### src/rtl/dac_pkg.sv
// Purpose: shared constants, types and register map of the playback control block
// Assumes: 32-bit AHB-Lite register access, one aligned word per register index
// Notes:   byte address of a register is ADDR_STRIDE times its index
package dac_pkg;

	// ---------------------------------------------------------------
	// register indices
	// ---------------------------------------------------------------
	localparam int unsigned ADDR_STRIDE = 4;
	localparam logic [9:0]  IDX_PHONES  = 10'h00e;
	localparam logic [9:0]  IDX_LINE    = 10'h00f;
	localparam logic [9:0]  IDX_CFG     = 10'h021;
	localparam logic [9:0]  IDX_CONV    = 10'h022;
	localparam logic [9:0]  IDX_LEVELS  = 10'h023;
	localparam logic [9:0]  IDX_ROUTE   = 10'h024;
	localparam logic [9:0]  IDX_OUTLVL  = 10'h025;
	localparam logic [9:0]  IDX_STATUS  = 10'h026;

	// ---------------------------------------------------------------
	// field positions
	// ---------------------------------------------------------------
	localparam int unsigned LEFT_GAIN_ON_BIT  = 1;
	localparam int unsigned RIGHT_GAIN_ON_BIT = 0;
	localparam int unsigned CFG_MONO_BIT      = 12;
	localparam int unsigned CFG_SLOPED_BIT    = 11;
	localparam int unsigned CFG_FADE_BIT      = 10;
	localparam int unsigned CFG_GRADUAL_BIT   = 9;
	localparam int unsigned CFG_OSR_BIT       = 6;
	localparam int unsigned CFG_MUTE_BIT      = 3;
	localparam int unsigned CFG_EMPH_LSB      = 1;
	localparam int unsigned CONV_RIGHT_BIT    = 0;
	localparam int unsigned CONV_LEFT_BIT     = 1;
	localparam int unsigned CONV_MIDRAIL_BIT  = 2;
	localparam int unsigned CONV_BIAS_BIT     = 3;
	localparam int unsigned STAT_BUSY_LSB     = 16;

	// ---------------------------------------------------------------
	// reset values
	// ---------------------------------------------------------------
	localparam logic [1:0]  PHONES_RESET = 2'h0;
	localparam logic [1:0]  LINE_RESET   = 2'h0;
	localparam logic [3:0]  CONV_RESET   = 4'h0;
	localparam logic [15:0] LEVELS_RESET = 16'hc0c0;
	localparam logic [7:0]  ROUTE_RESET  = 8'h00;
	localparam logic [31:0] OUTLVL_RESET = 32'h00000000;

	// ---------------------------------------------------------------
	// gain, ramp and filter constants
	// ---------------------------------------------------------------
	localparam int unsigned SAMPLE_W          = 24;
	localparam logic [7:0]  UNITY_CODE        = 8'hc0;
	localparam logic [5:0]  FAST_RAMP_SAMPLES = 6'h02;
	localparam logic [5:0]  SLOW_RAMP_SAMPLES = 6'h20;
	// one-pole smoothing factors in q15, plain defaults
	localparam logic [14:0] EMPH_K_32K        = 15'h5000;
	localparam logic [14:0] EMPH_K_44K1       = 15'h5800;
	localparam logic [14:0] EMPH_K_48K        = 15'h6000;

	// ---------------------------------------------------------------
	// types
	// ---------------------------------------------------------------
	typedef enum logic [1:0] {EMPH_OFF, EMPH_32K, EMPH_44K1, EMPH_48K} emph_e;
	typedef enum logic [1:0] {ROUTE_DAC, ROUTE_LEFT_THROUGH, ROUTE_RIGHT_THROUGH, ROUTE_NONE} route_e;

	typedef struct packed {
		logic  mono;
		logic  sloped;
		logic  fade_slow;
		logic  gradual;
		logic  double_os;
		logic  mute;
		emph_e emph;
	} play_cfg_s;

	typedef struct packed {
		logic signed [SAMPLE_W-1:0] left;
		logic signed [SAMPLE_W-1:0] right;
	} stereo_s;

	localparam play_cfg_s CFG_RESET = '{mono: 1'b0, sloped: 1'b0, fade_slow: 1'b0, gradual: 1'b0,
		double_os: 1'b0, mute: 1'b1, emph: EMPH_OFF};

endpackage

### src/rtl/dac_playback_mute_mix_control.sv
// Purpose: playback mute ramp, mono mix, de-emphasis and output enable control
// Assumes: one AHB-Lite master, word transfers; sample_valid one pulse per fs
// Notes:   reads take one wait state, writes none
//
// Contract
// - mute lowers the output gain step by step to silence
// - mute bit 3 resets to one; zero un-mutes, one mutes
// - bit 9 picks instant restore or gradual climb on un-mute
// - bit 10 picks ramp fs/2 or fs/32, reset zero
// - ramp time grows with level gap, at most 10.7ms or 171ms
// - mono bit 12 sums both channels with a 6dB cut
// - mono mix drives only the enabled channel, silence on the other
// - both channels on means stereo even with mono selected
// - bits 2:1 pick no de-emphasis, 32k, 44.1k or 48k
// - de-emphasis only for 48k, 44.1k and 32k rates
// - bit 11 picks normal or sloped stopband; sloped advised at 24k or less
// - bit 6 doubles oversampling; reset zero is low power
// - outputs default to same-side converter, selectable analog through path
// - each analog output has own enable and own level
// - phones gain stages on bits 1 and 0, reset off
// - line gain stages on bits 1 and 0, reset off
`timescale 1ns/1ps
`default_nettype none
module dac_playback_mute_mix_control (
	// clock and reset
	input  wire logic                          core_clk,
	input  wire logic                          srst,
	// ahb-lite slave
	input  wire logic                          hsel,
	input  wire logic [31:0]                   haddr,
	input  wire logic [1:0]                    htrans,
	input  wire logic                          hwrite,
	input  wire logic [2:0]                    hsize,
	input  wire logic [31:0]                   hwdata,
	input  wire logic                          hready,
	output logic                               hreadyout,
	output logic                               hresp,
	output logic [31:0]                        hrdata,
	// playback stream in
	input  wire logic                          sample_valid,
	input  wire dac_pkg::stereo_s              sample_in,
	// processed stream out
	output logic                               out_valid,
	output dac_pkg::stereo_s                   out_sample,
	// converter modulator controls
	output logic                               sloped_rejection_select,
	output logic                               double_oversample_select,
	// analog gain stage enables
	output logic                               left_phones_gain_on,
	output logic                               right_phones_gain_on,
	output logic                               left_line_gain_on,
	output logic                               right_line_gain_on,
	// analog routing and levels
	output dac_pkg::route_e [3:0]              output_route,
	output logic            [3:0][7:0]         output_level
);

	localparam int unsigned SW = dac_pkg::SAMPLE_W;

	// ---------------------------------------------------------------
	// register state
	// ---------------------------------------------------------------
	dac_pkg::play_cfg_s cfg_q;
	logic [1:0]         phones_q;
	logic [1:0]         line_q;
	logic [3:0]         conv_q;
	logic [15:0]        levels_q;
	logic [7:0]         route_q;
	logic [31:0]        outlvl_q;

	logic               hreadyout_q;
	logic [31:0]        hrdata_q;
	logic               rd_pend_q;
	logic               wr_pend_q;
	logic               ok_q;
	logic [9:0]         word_q;
	logic               take;

	logic [1:0][7:0]    applied;
	logic [1:0]         busy;
	logic [1:0][7:0]    target;
	logic [5:0]         step_count_q;
	logic               step_tick_q;
	logic [5:0]         period;

	logic               left_on;
	logic               right_on;
	logic               mono_active;
	logic [SW:0]        mix_sum;
	logic [1:0][SW-1:0] pre;
	logic [1:0][SW-1:0] scaled_q;
	logic               scaled_valid_q;
	logic [1:0]         filt_valid;
	logic [1:0][SW-1:0] filt_sample;
	logic [3:0]         stage_on_q;

	// ---------------------------------------------------------------
	// helpers
	// ---------------------------------------------------------------
	// code to linear factor, 256 is unity; a coarse fit of the dB table
	function automatic logic [8:0] gain_factor(input logic [7:0] code);
		if (code >= dac_pkg::UNITY_CODE) begin
			return 9'h100;
		end
		return {1'b0, code} + {3'b000, code[7:2]} + {5'b00000, code[7:4]} + {7'b0000000, code[7:6]};
	endfunction

	function automatic logic [SW-1:0] apply_gain(input logic [SW-1:0] s, input logic [7:0] code);
		logic signed [SW+9:0] p;
		logic signed [SW+9:0] sh;
		p  = $signed(s) * $signed({1'b0, gain_factor(code)});
		sh = p >>> 8;
		return sh[SW-1:0];
	endfunction

	function automatic logic [31:0] read_word(input logic [9:0] w);
		logic [31:0] r;
		r = 32'h00000000;
		unique case (w)
			dac_pkg::IDX_PHONES: r[1:0] = phones_q;
			dac_pkg::IDX_LINE:   r[1:0] = line_q;
			dac_pkg::IDX_CFG: begin
				r[dac_pkg::CFG_MONO_BIT]                   = cfg_q.mono;
				r[dac_pkg::CFG_SLOPED_BIT]                 = cfg_q.sloped;
				r[dac_pkg::CFG_FADE_BIT]                   = cfg_q.fade_slow;
				r[dac_pkg::CFG_GRADUAL_BIT]                = cfg_q.gradual;
				r[dac_pkg::CFG_OSR_BIT]                    = cfg_q.double_os;
				r[dac_pkg::CFG_MUTE_BIT]                   = cfg_q.mute;
				r[dac_pkg::CFG_EMPH_LSB +: 2]              = cfg_q.emph;
			end
			dac_pkg::IDX_CONV:   r[3:0]  = conv_q;
			dac_pkg::IDX_LEVELS: r[15:0] = levels_q;
			dac_pkg::IDX_ROUTE:  r[7:0]  = route_q;
			dac_pkg::IDX_OUTLVL: r       = outlvl_q;
			dac_pkg::IDX_STATUS: r       = {14'h0000, busy[0], busy[1], applied[0], applied[1]};
			default:             r       = 32'h00000000;
		endcase
		return r;
	endfunction

	// ---------------------------------------------------------------
	// ahb-lite slave
	// ---------------------------------------------------------------
	assign take = hsel && hready && htrans[1];

	// reads stall one cycle so a write just before is already visible
	always_ff @(posedge core_clk) begin
		if (srst) begin
			hreadyout_q <= 1'b1;
			hrdata_q    <= 32'h00000000;
			rd_pend_q   <= 1'b0;
			wr_pend_q   <= 1'b0;
			ok_q        <= 1'b0;
			word_q      <= 10'h000;
		end else begin
			wr_pend_q <= take && hwrite;
			if (rd_pend_q) begin
				hrdata_q    <= ok_q ? read_word(word_q) : 32'h00000000;
				hreadyout_q <= 1'b1;
				rd_pend_q   <= 1'b0;
			end else if (take) begin
				word_q <= haddr[11:2];
				ok_q   <= (haddr[31:12] == 20'h00000) && (haddr[1:0] == 2'h0) && (hsize == 3'h2);
				if (!hwrite) begin
					rd_pend_q   <= 1'b1;
					hreadyout_q <= 1'b0;
				end
			end
		end
	end

	assign hreadyout = hreadyout_q;
	assign hrdata    = hrdata_q;
	assign hresp     = 1'b0; // constant okay, tied low from reset

	// software writes; unmapped words are dropped
	always_ff @(posedge core_clk) begin
		if (srst) begin
			cfg_q    <= dac_pkg::CFG_RESET;
			phones_q <= dac_pkg::PHONES_RESET;
			line_q   <= dac_pkg::LINE_RESET;
			conv_q   <= dac_pkg::CONV_RESET;
			levels_q <= dac_pkg::LEVELS_RESET;
			route_q  <= dac_pkg::ROUTE_RESET;
			outlvl_q <= dac_pkg::OUTLVL_RESET;
		end else if (wr_pend_q && ok_q) begin
			unique case (word_q)
				dac_pkg::IDX_PHONES: phones_q <= hwdata[1:0];
				dac_pkg::IDX_LINE:   line_q   <= hwdata[1:0];
				dac_pkg::IDX_CFG: begin
					cfg_q.mono      <= hwdata[dac_pkg::CFG_MONO_BIT];
					cfg_q.sloped    <= hwdata[dac_pkg::CFG_SLOPED_BIT];
					cfg_q.fade_slow <= hwdata[dac_pkg::CFG_FADE_BIT];
					cfg_q.gradual   <= hwdata[dac_pkg::CFG_GRADUAL_BIT];
					cfg_q.double_os <= hwdata[dac_pkg::CFG_OSR_BIT];
					cfg_q.mute      <= hwdata[dac_pkg::CFG_MUTE_BIT];
					cfg_q.emph      <= dac_pkg::emph_e'(hwdata[dac_pkg::CFG_EMPH_LSB +: 2]);
				end
				dac_pkg::IDX_CONV:   conv_q   <= hwdata[3:0];
				dac_pkg::IDX_LEVELS: levels_q <= hwdata[15:0];
				dac_pkg::IDX_ROUTE:  route_q  <= hwdata[7:0];
				dac_pkg::IDX_OUTLVL: outlvl_q <= hwdata;
				default: ;
			endcase
		end
	end

	// ---------------------------------------------------------------
	// ramp timing and gain
	// ---------------------------------------------------------------
	assign period = cfg_q.fade_slow ? dac_pkg::SLOW_RAMP_SAMPLES : dac_pkg::FAST_RAMP_SAMPLES;

	// tick once every period samples; full-scale ramp time follows
	always_ff @(posedge core_clk) begin
		if (srst) begin
			step_count_q <= 6'h00;
			step_tick_q  <= 1'b0;
		end else begin
			step_tick_q <= 1'b0;
			if (sample_valid) begin
				if (step_count_q >= period - 6'h01) begin
					step_count_q <= 6'h00;
					step_tick_q  <= 1'b1;
				end else begin
					step_count_q <= step_count_q + 6'h01;
				end
			end
		end
	end

	assign target[1] = levels_q[15:8];
	assign target[0] = levels_q[7:0];

	// index 1 is left, 0 is right
	generate
		for (genvar c = 0; c < 2; c++) begin : g_chan
			gain_ramp u_ramp (
				.core_clk  (core_clk),
				.srst      (srst),
				.step_tick (step_tick_q),
				.mute      (cfg_q.mute),
				.gradual   (cfg_q.gradual),
				.target    (target[c]),
				.applied_q (applied[c]),
				.busy_q    (busy[c])
			);
			emphasis_filter #(.W(SW)) u_emph (
				.core_clk     (core_clk),
				.srst         (srst),
				.in_valid     (scaled_valid_q),
				.in_sample    (scaled_q[c]),
				.select       (cfg_q.emph),
				.out_valid_q  (filt_valid[c]),
				.out_sample_q (filt_sample[c])
			);
		end
	endgenerate

	// ---------------------------------------------------------------
	// mono mix and gain
	// ---------------------------------------------------------------
	assign left_on     = conv_q[dac_pkg::CONV_LEFT_BIT];
	assign right_on    = conv_q[dac_pkg::CONV_RIGHT_BIT];
	assign mono_active = cfg_q.mono && (left_on != right_on);
	assign mix_sum     = {sample_in.left[SW-1], sample_in.left} + {sample_in.right[SW-1], sample_in.right};

	// halving the sum gives the 6dB headroom; an off channel stays silent
	always_comb begin
		pre[1] = mono_active ? mix_sum[SW:1] : sample_in.left;
		pre[0] = mono_active ? mix_sum[SW:1] : sample_in.right;
		if (!left_on) begin
			pre[1] = '0;
		end
		if (!right_on) begin
			pre[0] = '0;
		end
	end

	// gain applied before de-emphasis
	always_ff @(posedge core_clk) begin
		if (srst) begin
			scaled_valid_q <= 1'b0;
			scaled_q       <= '0;
		end else begin
			scaled_valid_q <= sample_valid;
			if (sample_valid) begin
				scaled_q[1] <= apply_gain(pre[1], applied[1]);
				scaled_q[0] <= apply_gain(pre[0], applied[0]);
			end
		end
	end

	assign out_valid        = filt_valid[1];
	assign out_sample.left  = filt_sample[1];
	assign out_sample.right = filt_sample[0];

	// ---------------------------------------------------------------
	// analog side controls
	// ---------------------------------------------------------------
	// stages held off until reference and bias are both up
	always_ff @(posedge core_clk) begin
		if (srst) begin
			stage_on_q <= 4'h0;
		end else begin
			stage_on_q <= {phones_q, line_q} & {4{conv_q[dac_pkg::CONV_MIDRAIL_BIT] && conv_q[dac_pkg::CONV_BIAS_BIT]}};
		end
	end

	assign left_phones_gain_on      = stage_on_q[3];
	assign right_phones_gain_on     = stage_on_q[2];
	assign left_line_gain_on        = stage_on_q[1];
	assign right_line_gain_on       = stage_on_q[0];
	assign sloped_rejection_select  = cfg_q.sloped;
	assign double_oversample_select = cfg_q.double_os;

	// per-output source and level, each independent
	generate
		for (genvar o = 0; o < 4; o++) begin : g_out
			assign output_route[o] = dac_pkg::route_e'(route_q[2*o +: 2]);
			assign output_level[o] = outlvl_q[8*o +: 8];
		end
	endgenerate

endmodule
`default_nettype wire

### src/rtl/emphasis_filter.sv
// Purpose: selectable first-order de-emphasis of one sample channel
// Assumes: in_valid marks one sample per fs period
// Notes:   output is registered, one cycle after the input sample
`timescale 1ns/1ps
`default_nettype none
module emphasis_filter #(
	parameter int unsigned W = 24
) (
	// clock and reset
	input  wire logic                core_clk,
	input  wire logic                srst,
	// sample in
	input  wire logic                in_valid,
	input  wire logic signed [W-1:0] in_sample,
	input  wire dac_pkg::emph_e      select,
	// sample out
	output logic                     out_valid_q,
	output logic signed      [W-1:0] out_sample_q
);

	logic        [14:0]   k;
	logic signed [W:0]    diff;
	logic signed [W+16:0] prod;
	logic signed [W+16:0] shifted;
	logic signed [W+1:0]  next;

	// factor per rate; the off code bypasses the pole
	always_comb begin
		unique case (select)
			dac_pkg::EMPH_OFF:  k = 15'h0000;
			dac_pkg::EMPH_32K:  k = dac_pkg::EMPH_K_32K;
			dac_pkg::EMPH_44K1: k = dac_pkg::EMPH_K_44K1;
			dac_pkg::EMPH_48K:  k = dac_pkg::EMPH_K_48K;
		endcase
	end

	// y = y1 + k*(x - y1); k below one so the sum stays in range
	assign diff    = {in_sample[W-1], in_sample} - {out_sample_q[W-1], out_sample_q};
	assign prod    = diff * $signed({1'b0, k});
	assign shifted = prod >>> 15;
	assign next    = {out_sample_q[W-1], out_sample_q[W-1], out_sample_q} + {shifted[W], shifted[W:0]};

	// state doubles as output
	always_ff @(posedge core_clk) begin
		if (srst) begin
			out_valid_q  <= 1'b0;
			out_sample_q <= '0;
		end else begin
			out_valid_q <= in_valid;
			if (in_valid) begin
				if (select == dac_pkg::EMPH_OFF) begin
					out_sample_q <= in_sample;
				end else begin
					out_sample_q <= next[W-1:0];
				end
			end
		end
	end

endmodule
`default_nettype wire

### src/rtl/gain_ramp.sv
// Purpose: applied gain code of one channel, stepped toward mute, or toward the set level only when gradual is set
// Assumes: step_tick is a one-cycle pulse once per ramp period
// Notes:   code 0 is silence
`timescale 1ns/1ps
`default_nettype none
module gain_ramp (
	// clock and reset
	input  wire logic       core_clk,
	input  wire logic       srst,
	// control
	input  wire logic       step_tick,
	input  wire logic       mute,
	input  wire logic       gradual,
	input  wire logic [7:0] target,
	// state
	output logic      [7:0] applied_q,
	output logic            busy_q
);

	logic [7:0] goal;

	// mute aims at silence, otherwise at the channel level
	assign goal = mute ? 8'h00 : target;

	// one code per tick; instant restore when not gradual
	always_ff @(posedge core_clk) begin
		if (srst) begin
			applied_q <= 8'h00;
		end else if (!mute && !gradual) begin
			applied_q <= target;
		end else if (step_tick) begin
			if (applied_q < goal) begin
				applied_q <= applied_q + 8'h01;
			end else if (applied_q > goal) begin
				applied_q <= applied_q - 8'h01;
			end
		end
	end

	// busy lags the gain by one cycle
	always_ff @(posedge core_clk) begin
		if (srst) begin
			busy_q <= 1'b0;
		end else begin
			busy_q <= (applied_q != goal);
		end
	end

endmodule
`default_nettype wire
### config.mk
export PLATFORM = sky130hd
export DESIGN_NAME = dac_playback_mute_mix_control
export DESIGN_NICKNAME = d
export VERILOG_FILES = /design/src/rtl/dac_pkg.sv /design/src/rtl/dac_playback_mute_mix_control.sv /design/src/rtl/emphasis_filter.sv /design/src/rtl/gain_ramp.sv
export SDC_FILE = /design/constraint.sdc
export NUM_CORES = 2
export LEC_CHECK = 0
export ABC_AREA = 0
export BUFFER_PORTS_ARGS = -buffer_cell sky130_fd_sc_hd__buf_2
export CAP_MARGIN = 10
export CORE_MARGIN = 4
export CORE_UTILIZATION = 45
export CTS_CLUSTER_DIAMETER = 120
export DETAILED_ROUTE_END_ITERATION = 16
export GPL_TIMING_DRIVEN = 0
export PLACE_DENSITY_LB_ADDON = 0.12
export SLEW_MARGIN = 10
export SYNTH_ARGS = -nofsm -noshare
export SYNTH_HDL_FRONTEND = slang
export SYNTH_SLANG_ARGS = --single-unit
export TNS_END_PERCENT = 5
### constraint.sdc
create_clock -name core_clk -period 9.3 [get_ports core_clk]
set_input_delay 1.86 -clock core_clk [delete_from_list [all_inputs] [get_ports core_clk]]
set_output_delay 1.86 -clock core_clk [all_outputs]
set_load 0.02 [all_outputs]
# Yosys cells after proc, flatten, opt, wreduce, memory -nomap -nowiden
# Cells that the tools add are included.
dict set report op_classes {
  n_addsub 17
  n_mul 4
  magnitude_cmp 7
  eq_ne 15
  mux 46
  bitwise_logic 5
  n_reduce_logical 31
}
# cell n
set ops {}
lappend ops {{24-bit two-way mux} 6}
lappend ops {{8-bit two-way mux} 10}
lappend ops {{25-bit by 16-bit multiplier with 39-bit output} 2}
lappend ops {{9-bit two-way mux} 8}
lappend ops {{24-bit by 10-bit multiplier with 32-bit output} 2}
lappend ops {{10-bit by 6-bit == test with 1-bit output, second input constant} 6}
lappend ops {{15-bit case mux with 4 select lines} 1}
lappend ops {{24-bit by 24-bit subtractor with 25-bit output} 2}
lappend ops {{24-bit adder} 2}
lappend ops {{32-bit two-way mux} 1}
lappend ops {{16-bit case mux with 2 select lines} 1}
lappend ops {{24-bit by 24-bit adder with 25-bit output} 1}
lappend ops {{2-bit AND reduction} 11}
lappend ops {{10-bit by 4-bit == test with 1-bit output, second input constant} 2}
lappend ops {{20-bit zero test} 1}
lappend ops {{8-bit by 6-bit adder with 9-bit output} 2}
lappend ops {{9-bit by 2-bit adder with 9-bit output} 2}
lappend ops {{9-bit by 4-bit adder with 9-bit output} 2}
lappend ops {{8-bit by 1-bit adder with 8-bit output, second input constant} 2}
lappend ops {{8-bit greater-or-equal comparator, second input constant} 2}
lappend ops {{8-bit > comparator} 2}
lappend ops {{8-bit < comparator} 2}
lappend ops {{8-bit != test} 2}
lappend ops {{4-bit case mux with 4 select lines} 1}
lappend ops {{27 further kinds} 52}
dict set report totals {
  reg_bits 245
  inputBits 123
  output_inout_bits 129
  word_cells 157
}

# Logic depth before layout (Yosys ltp)
dict set report depth {
  ltp_word 8
  mapped_depth 42
  ltp_nobuf 42
}

# Modules after synthesis
# A second synthesis with hierarchy kept.
dict set report hier_totals {
  cells_unflattened 5066
  area_unflattened_um2 41751.3
}
# mod n_inst cells_per_inst area_per_inst_um2 seq_area_each_um2
set modules_own_cells {}
lappend modules_own_cells {dac_playback_mute_mix_control 1 2838 23824.1 3563.4}
lappend modules_own_cells {emphasis_filter 2 1004 8040.2 500.5}
lappend modules_own_cells {gain_ramp 2 110 923.4 180.2}

# Least setup slack after synthesis
# OpenSTA, ideal clock, no wires.
dict set report synth_path {
  path_kind {input -> register}
  startpoint {input port sample_in[1] (netlist bit)}
  endpoint {register scaled_q[41] (netlist bit)}
  setup_ps 122
  arrival_time_ps 8778
  required_ps 9178
  slack_ps 400
  path_stages 30
  n_path_buf 1
  cell_sequence {ha_1 -> a31o_1 -> a21oi_1 -> o21bai_1 -> a21oi_1 -> o31ai_1 -> a21o_1 -> a21oi_1 -> o21ai_1 -> and2_1 -> o21ai_1 -> clkbuf_1 -> nand3_1 -> fa_1 -> inv_1 -> fa_1 -> fa_1 -> fa_1 -> inv_1 -> fa_1 -> inv_1 -> ha_1 -> nand4_1 -> or3_1 -> o21bai_1 -> a21oi_1 -> o21bai_2 -> a21oi_1 -> and4_1 -> a311o_1}
}
dict set report synth_via {
  elab_chain_len 4
}
# element line_no
set synth_lines {}
lappend synth_lines {{start: declaration} dac_playback_mute_mix_control.sv:41} ;# input wire dac_pkg::stereo_s sample_in,
lappend synth_lines {{24-bit by 24-bit adder with 25-bit output} dac_playback_mute_mix_control.sv:265} ;# assign mix_sum = {sample_in.left[SW-1], sample_in.left} + {sample_in.right[SW-1], sample_in.right};
lappend synth_lines {{24-bit two-way mux} dac_playback_mute_mix_control.sv:269} ;# pre[1] = mono_active ? mix_sum[SW:1] : sample_in.left;
lappend synth_lines {{24-bit two-way mux} dac_playback_mute_mix_control.sv:271} ;# if (!left_on) begin
lappend synth_lines {{24-bit by 10-bit multiplier with 32-bit output} dac_playback_mute_mix_control.sv:111} ;# p = $signed(s) * $signed({1'b0, gain_factor(code)});
lappend synth_lines {{end: declaration} dac_playback_mute_mix_control.sv:91} ;# logic [1:0][SW-1:0] scaled_q;
# No other way between the ends.
# A chain may end at the register's enable or synchronous reset.

# Worst setup path after layout
dict set report layout_path {
  startpoint {input port sample_in[25] (netlist bit)}
  endpoint {register scaled_q[44] (netlist bit)}
}
dict set report layout_via {
  elab_chain_len 4
}
# element line_no
set layout_lines {}
lappend layout_lines {{24-bit by 24-bit adder with 25-bit output} dac_playback_mute_mix_control.sv:265}
lappend layout_lines {{24-bit two-way mux *} dac_playback_mute_mix_control.sv:269}
lappend layout_lines {{24-bit two-way mux *} dac_playback_mute_mix_control.sv:271}
lappend layout_lines {{24-bit by 10-bit multiplier with 32-bit output *} dac_playback_mute_mix_control.sv:111}
# Every way passes the cells marked *; elsewhere a longest branch is shown, timed or not.

==> impl_metrics.tcl <==
set metrics [dict create \
    status "completed" \
    io_buffers 248 \
    drive_gt1_frac 0.09163 \
    cp-start-kind "primary input" \
    grt_pass1_vias 34154 \
    start_util 0.4566 \
    synth_edf_count 0 \
    critPathKind "primary input to flop" \
    yosysWarnings 0 \
    area_growth_pct 11.13 \
    cts_sinks 245 \
    row_count 108 \
    syn_inst 4851 \
    multi_input_comb_area_sq_um 32180 \
    clock_path_buffers 3 \
    grt_max_degree 16 \
    vias 33998 \
    cellPowerDensity_nw_per_um2 67.65 \
    cts_buffers 28 \
    crit_required_ns 9.73 \
    syn_area_sq_um 39860 \
    relSlewSlack 0.1880 \
    yosysMostFrequentCell "inv_1" \
    ys_types 88 \
    arrival_ns 9.39 \
    synth_top_area_share 0.2285 \
    cp_max_fo 6 \
    grt_pass1_wl_mm 194.4 \
    clock_latency_ns 0.58 \
    gp_congestion 0.9312 \
    cpPeakStageDelay_ns 0.55 \
    cp_common_cell "fa_1" \
    antenna_found_initial 4 \
    p_leak_nw 22.77 \
    slowest_stage "fa_1" \
    setup_viol 0 \
    rsz0062_at_grt "yes" \
    total_power_mw 2.996 \
    detail_route.wl_per_cell_microns 19.68 \
    die_x_microns 305.6 \
    die_y_microns 305.6 \
    r2r-start "g_chan[1].u_ramp.applied_q[1]" \
    ys_top_cells_by_area "fa_1, ha_1, dfxtp_1, inv_1, nand2_1" \
    startpoint "sample_in[25]" \
    maxCapViolations 0 \
    fin_nets 6317 \
    synth_flop_cell "dfxtp_1" \
    hold_viol_final 0 \
    hp-class "flop to flop" \
    grt_overflow 0 \
    grt_usage 0.2612 \
    endpoint_kind "flop" \
    ctsHoldBuffers 0 \
    ios 252 \
    tightest_slew_ns 1.209 \
    drtIter0Drc 1910 \
    syn_nets 6024 \
    seq_area_sq_um 4918 \
    finalCritPeriodShare 0.9641 \
    synth_commonest_cells "inv_1, ha_1, nand2_1, fa_1, nor2_1" \
    cts_root_buf "clkbuf_16" \
    first_pass_iters 6 \
    nFillCells 8757 \
    max_freq_ghz 0.1115 \
    peakVddDrop_mv 0.1072 \
    vias_per_cell 5.380 \
    seq_area_frac_synth 0.1231 \
    core_area_sq_um 87290 \
    finish.utilization 0.5074 \
    totalWireLength_mm 124.4 \
    path_clk_slew_ns 0.06 \
    fin_crit_ns 8.966 \
    drcViolationCount 0 \
    syn_avg_cell_area_sq_um 8.216 \
    dieArea_sq_um 93400 \
    place_hpwl_mm 106.1 \
    async_flop_share 0 \
    ant_nets 0 \
    cts_tree "done" \
    ys_seq_elements 245 \
    worstHoldStart "hrdata[12]" \
    synth_top_area_cell "fa_1" \
    skew_ns 0.02992 \
    htreeDepth 1 \
    final_max_slew_viol_count 0 \
]
==> area by class of cell <==
type	instances	share of cell area
well taps	1155	0.03263
multi-input cells	3712	0.7266
inverters	728	0.06169
clock inverters	11	0.004011
clock buffers	37	0.01794
diodes	2	0.0001130
repair buffers	267	0.03124
flip-flops and latches	245	0.1110
plain buffers	162	0.01475
==> critical path: cells and delay by family <==
family	cells	cell delay, ns
AO/OA/AOI/OAI	13	3.09
adder cells (fa/ha/maj)	7	3.11
buffers and inverters	2	0.20
AND/OR/NAND/NOR	8	1.13
==> metal layers <==
layer  GRT usage  wire (microns)  vias to the layer above
met1      0.3461           54920                    16488
met4     0.07773            4039                        2
met2      0.4530           59650                      845
li1            -               -                    16447
met5           0              16                        -
met3     0.02569            5760                      216
==> through the flow <==
step | cell area [sq um] | setup slack (ns) | setup TNS (ns) | hold slack [ns] | cells
2_1_floorplan | 39860 | 0.3999 | 0 | 0.4308 | 4851
3_3_place_gp | 42540 | -1.363 | -29.97 | 0.4366 | 6254
3_5_place_dp | 42550 | -1.375 | -30.41 | 0.4406 | 6254
4_1_cts | 43640 | -0.06080 | -0.1145 | 0.4491 | 6299
5_1_grt | 44290 | -0.1166 | -0.3179 | 0.4769 | 6319
6_report | 44290 | 0.3337 | 0 | 0.4491 | 6319
==> what timing repair did <==
action                                 4_1_cts  5_1_grt
setup buffers                                0       19
pin swaps                                    0       27
endpoints found under the hold margin        0        0
cloned                                       0        0
resized for setup                           35      128
setup endpoints to repair                   33       38
==> kinds of logic (layout without fill, tap and decap cells) <==
logic type	after synthesis	count (layout)	share of synthesized area
AND/OR/NAND/NOR	1604	1604	0.1851
adder cells (fa/ha/maj)	1050	1050	0.4153
buffers and inverters	894	1205	0.08441
AO/OA/AOI/OAI	760	760	0.1242
flip-flops	245	245	0.1231
XOR/XNOR	232	232	0.05133
multiplexers	65	65	0.01651
other	1	3	0.00009409
==> path summary, 6_finish.rpt <==
path	cells past startpoint	endpoint	slack, ns
max	30	scaled_q[44]	0.33
min	2	hrdata[12]	0.45
max reg2reg	30	scaled_q[34]	0.43
min reg2reg	2	hrdata[12]	0.45
==> registers in the layout (all words and copies together) (netlist names), 4 cells and up <==
register and count:
cfg_q 6, conv_q 4, g_chan.u_emph.out_sample_q 48, g_chan.u_ramp.applied_q 16, hrdata 32, levels_q 16
output_level 32, output_route 8, scaled_q 48, stage_on_q 4, step_count_q 6, word_q 10
==> placed cells by master, fill, tap and decap left out, types with 140 or more instances in the layout <==
master / instances
inv_1: 725
fa_1: 453
dfxtp_1: 238
xnor2_1: 154
buf_2: 249
clkbuf_1: 140
nand2_1: 558
nor2_1: 416
a21oi_1: 224
and2_1: 215
ha_1: 592
==> report_power, final <==
part / total (mW) / internal, mW / switching (mW) / leakage (nW)
registers: 1.11 / 1.07 / 0.0398 / 1.99
logic: 0.717 / 0.252 / 0.465 / 20.3
clock network: 1.17 / 0.688 / 0.481 / 0.469
total: 3.00 / 2.01 / 0.986 / 22.8
No activity file was read; power rests on OpenSTA's default activity.
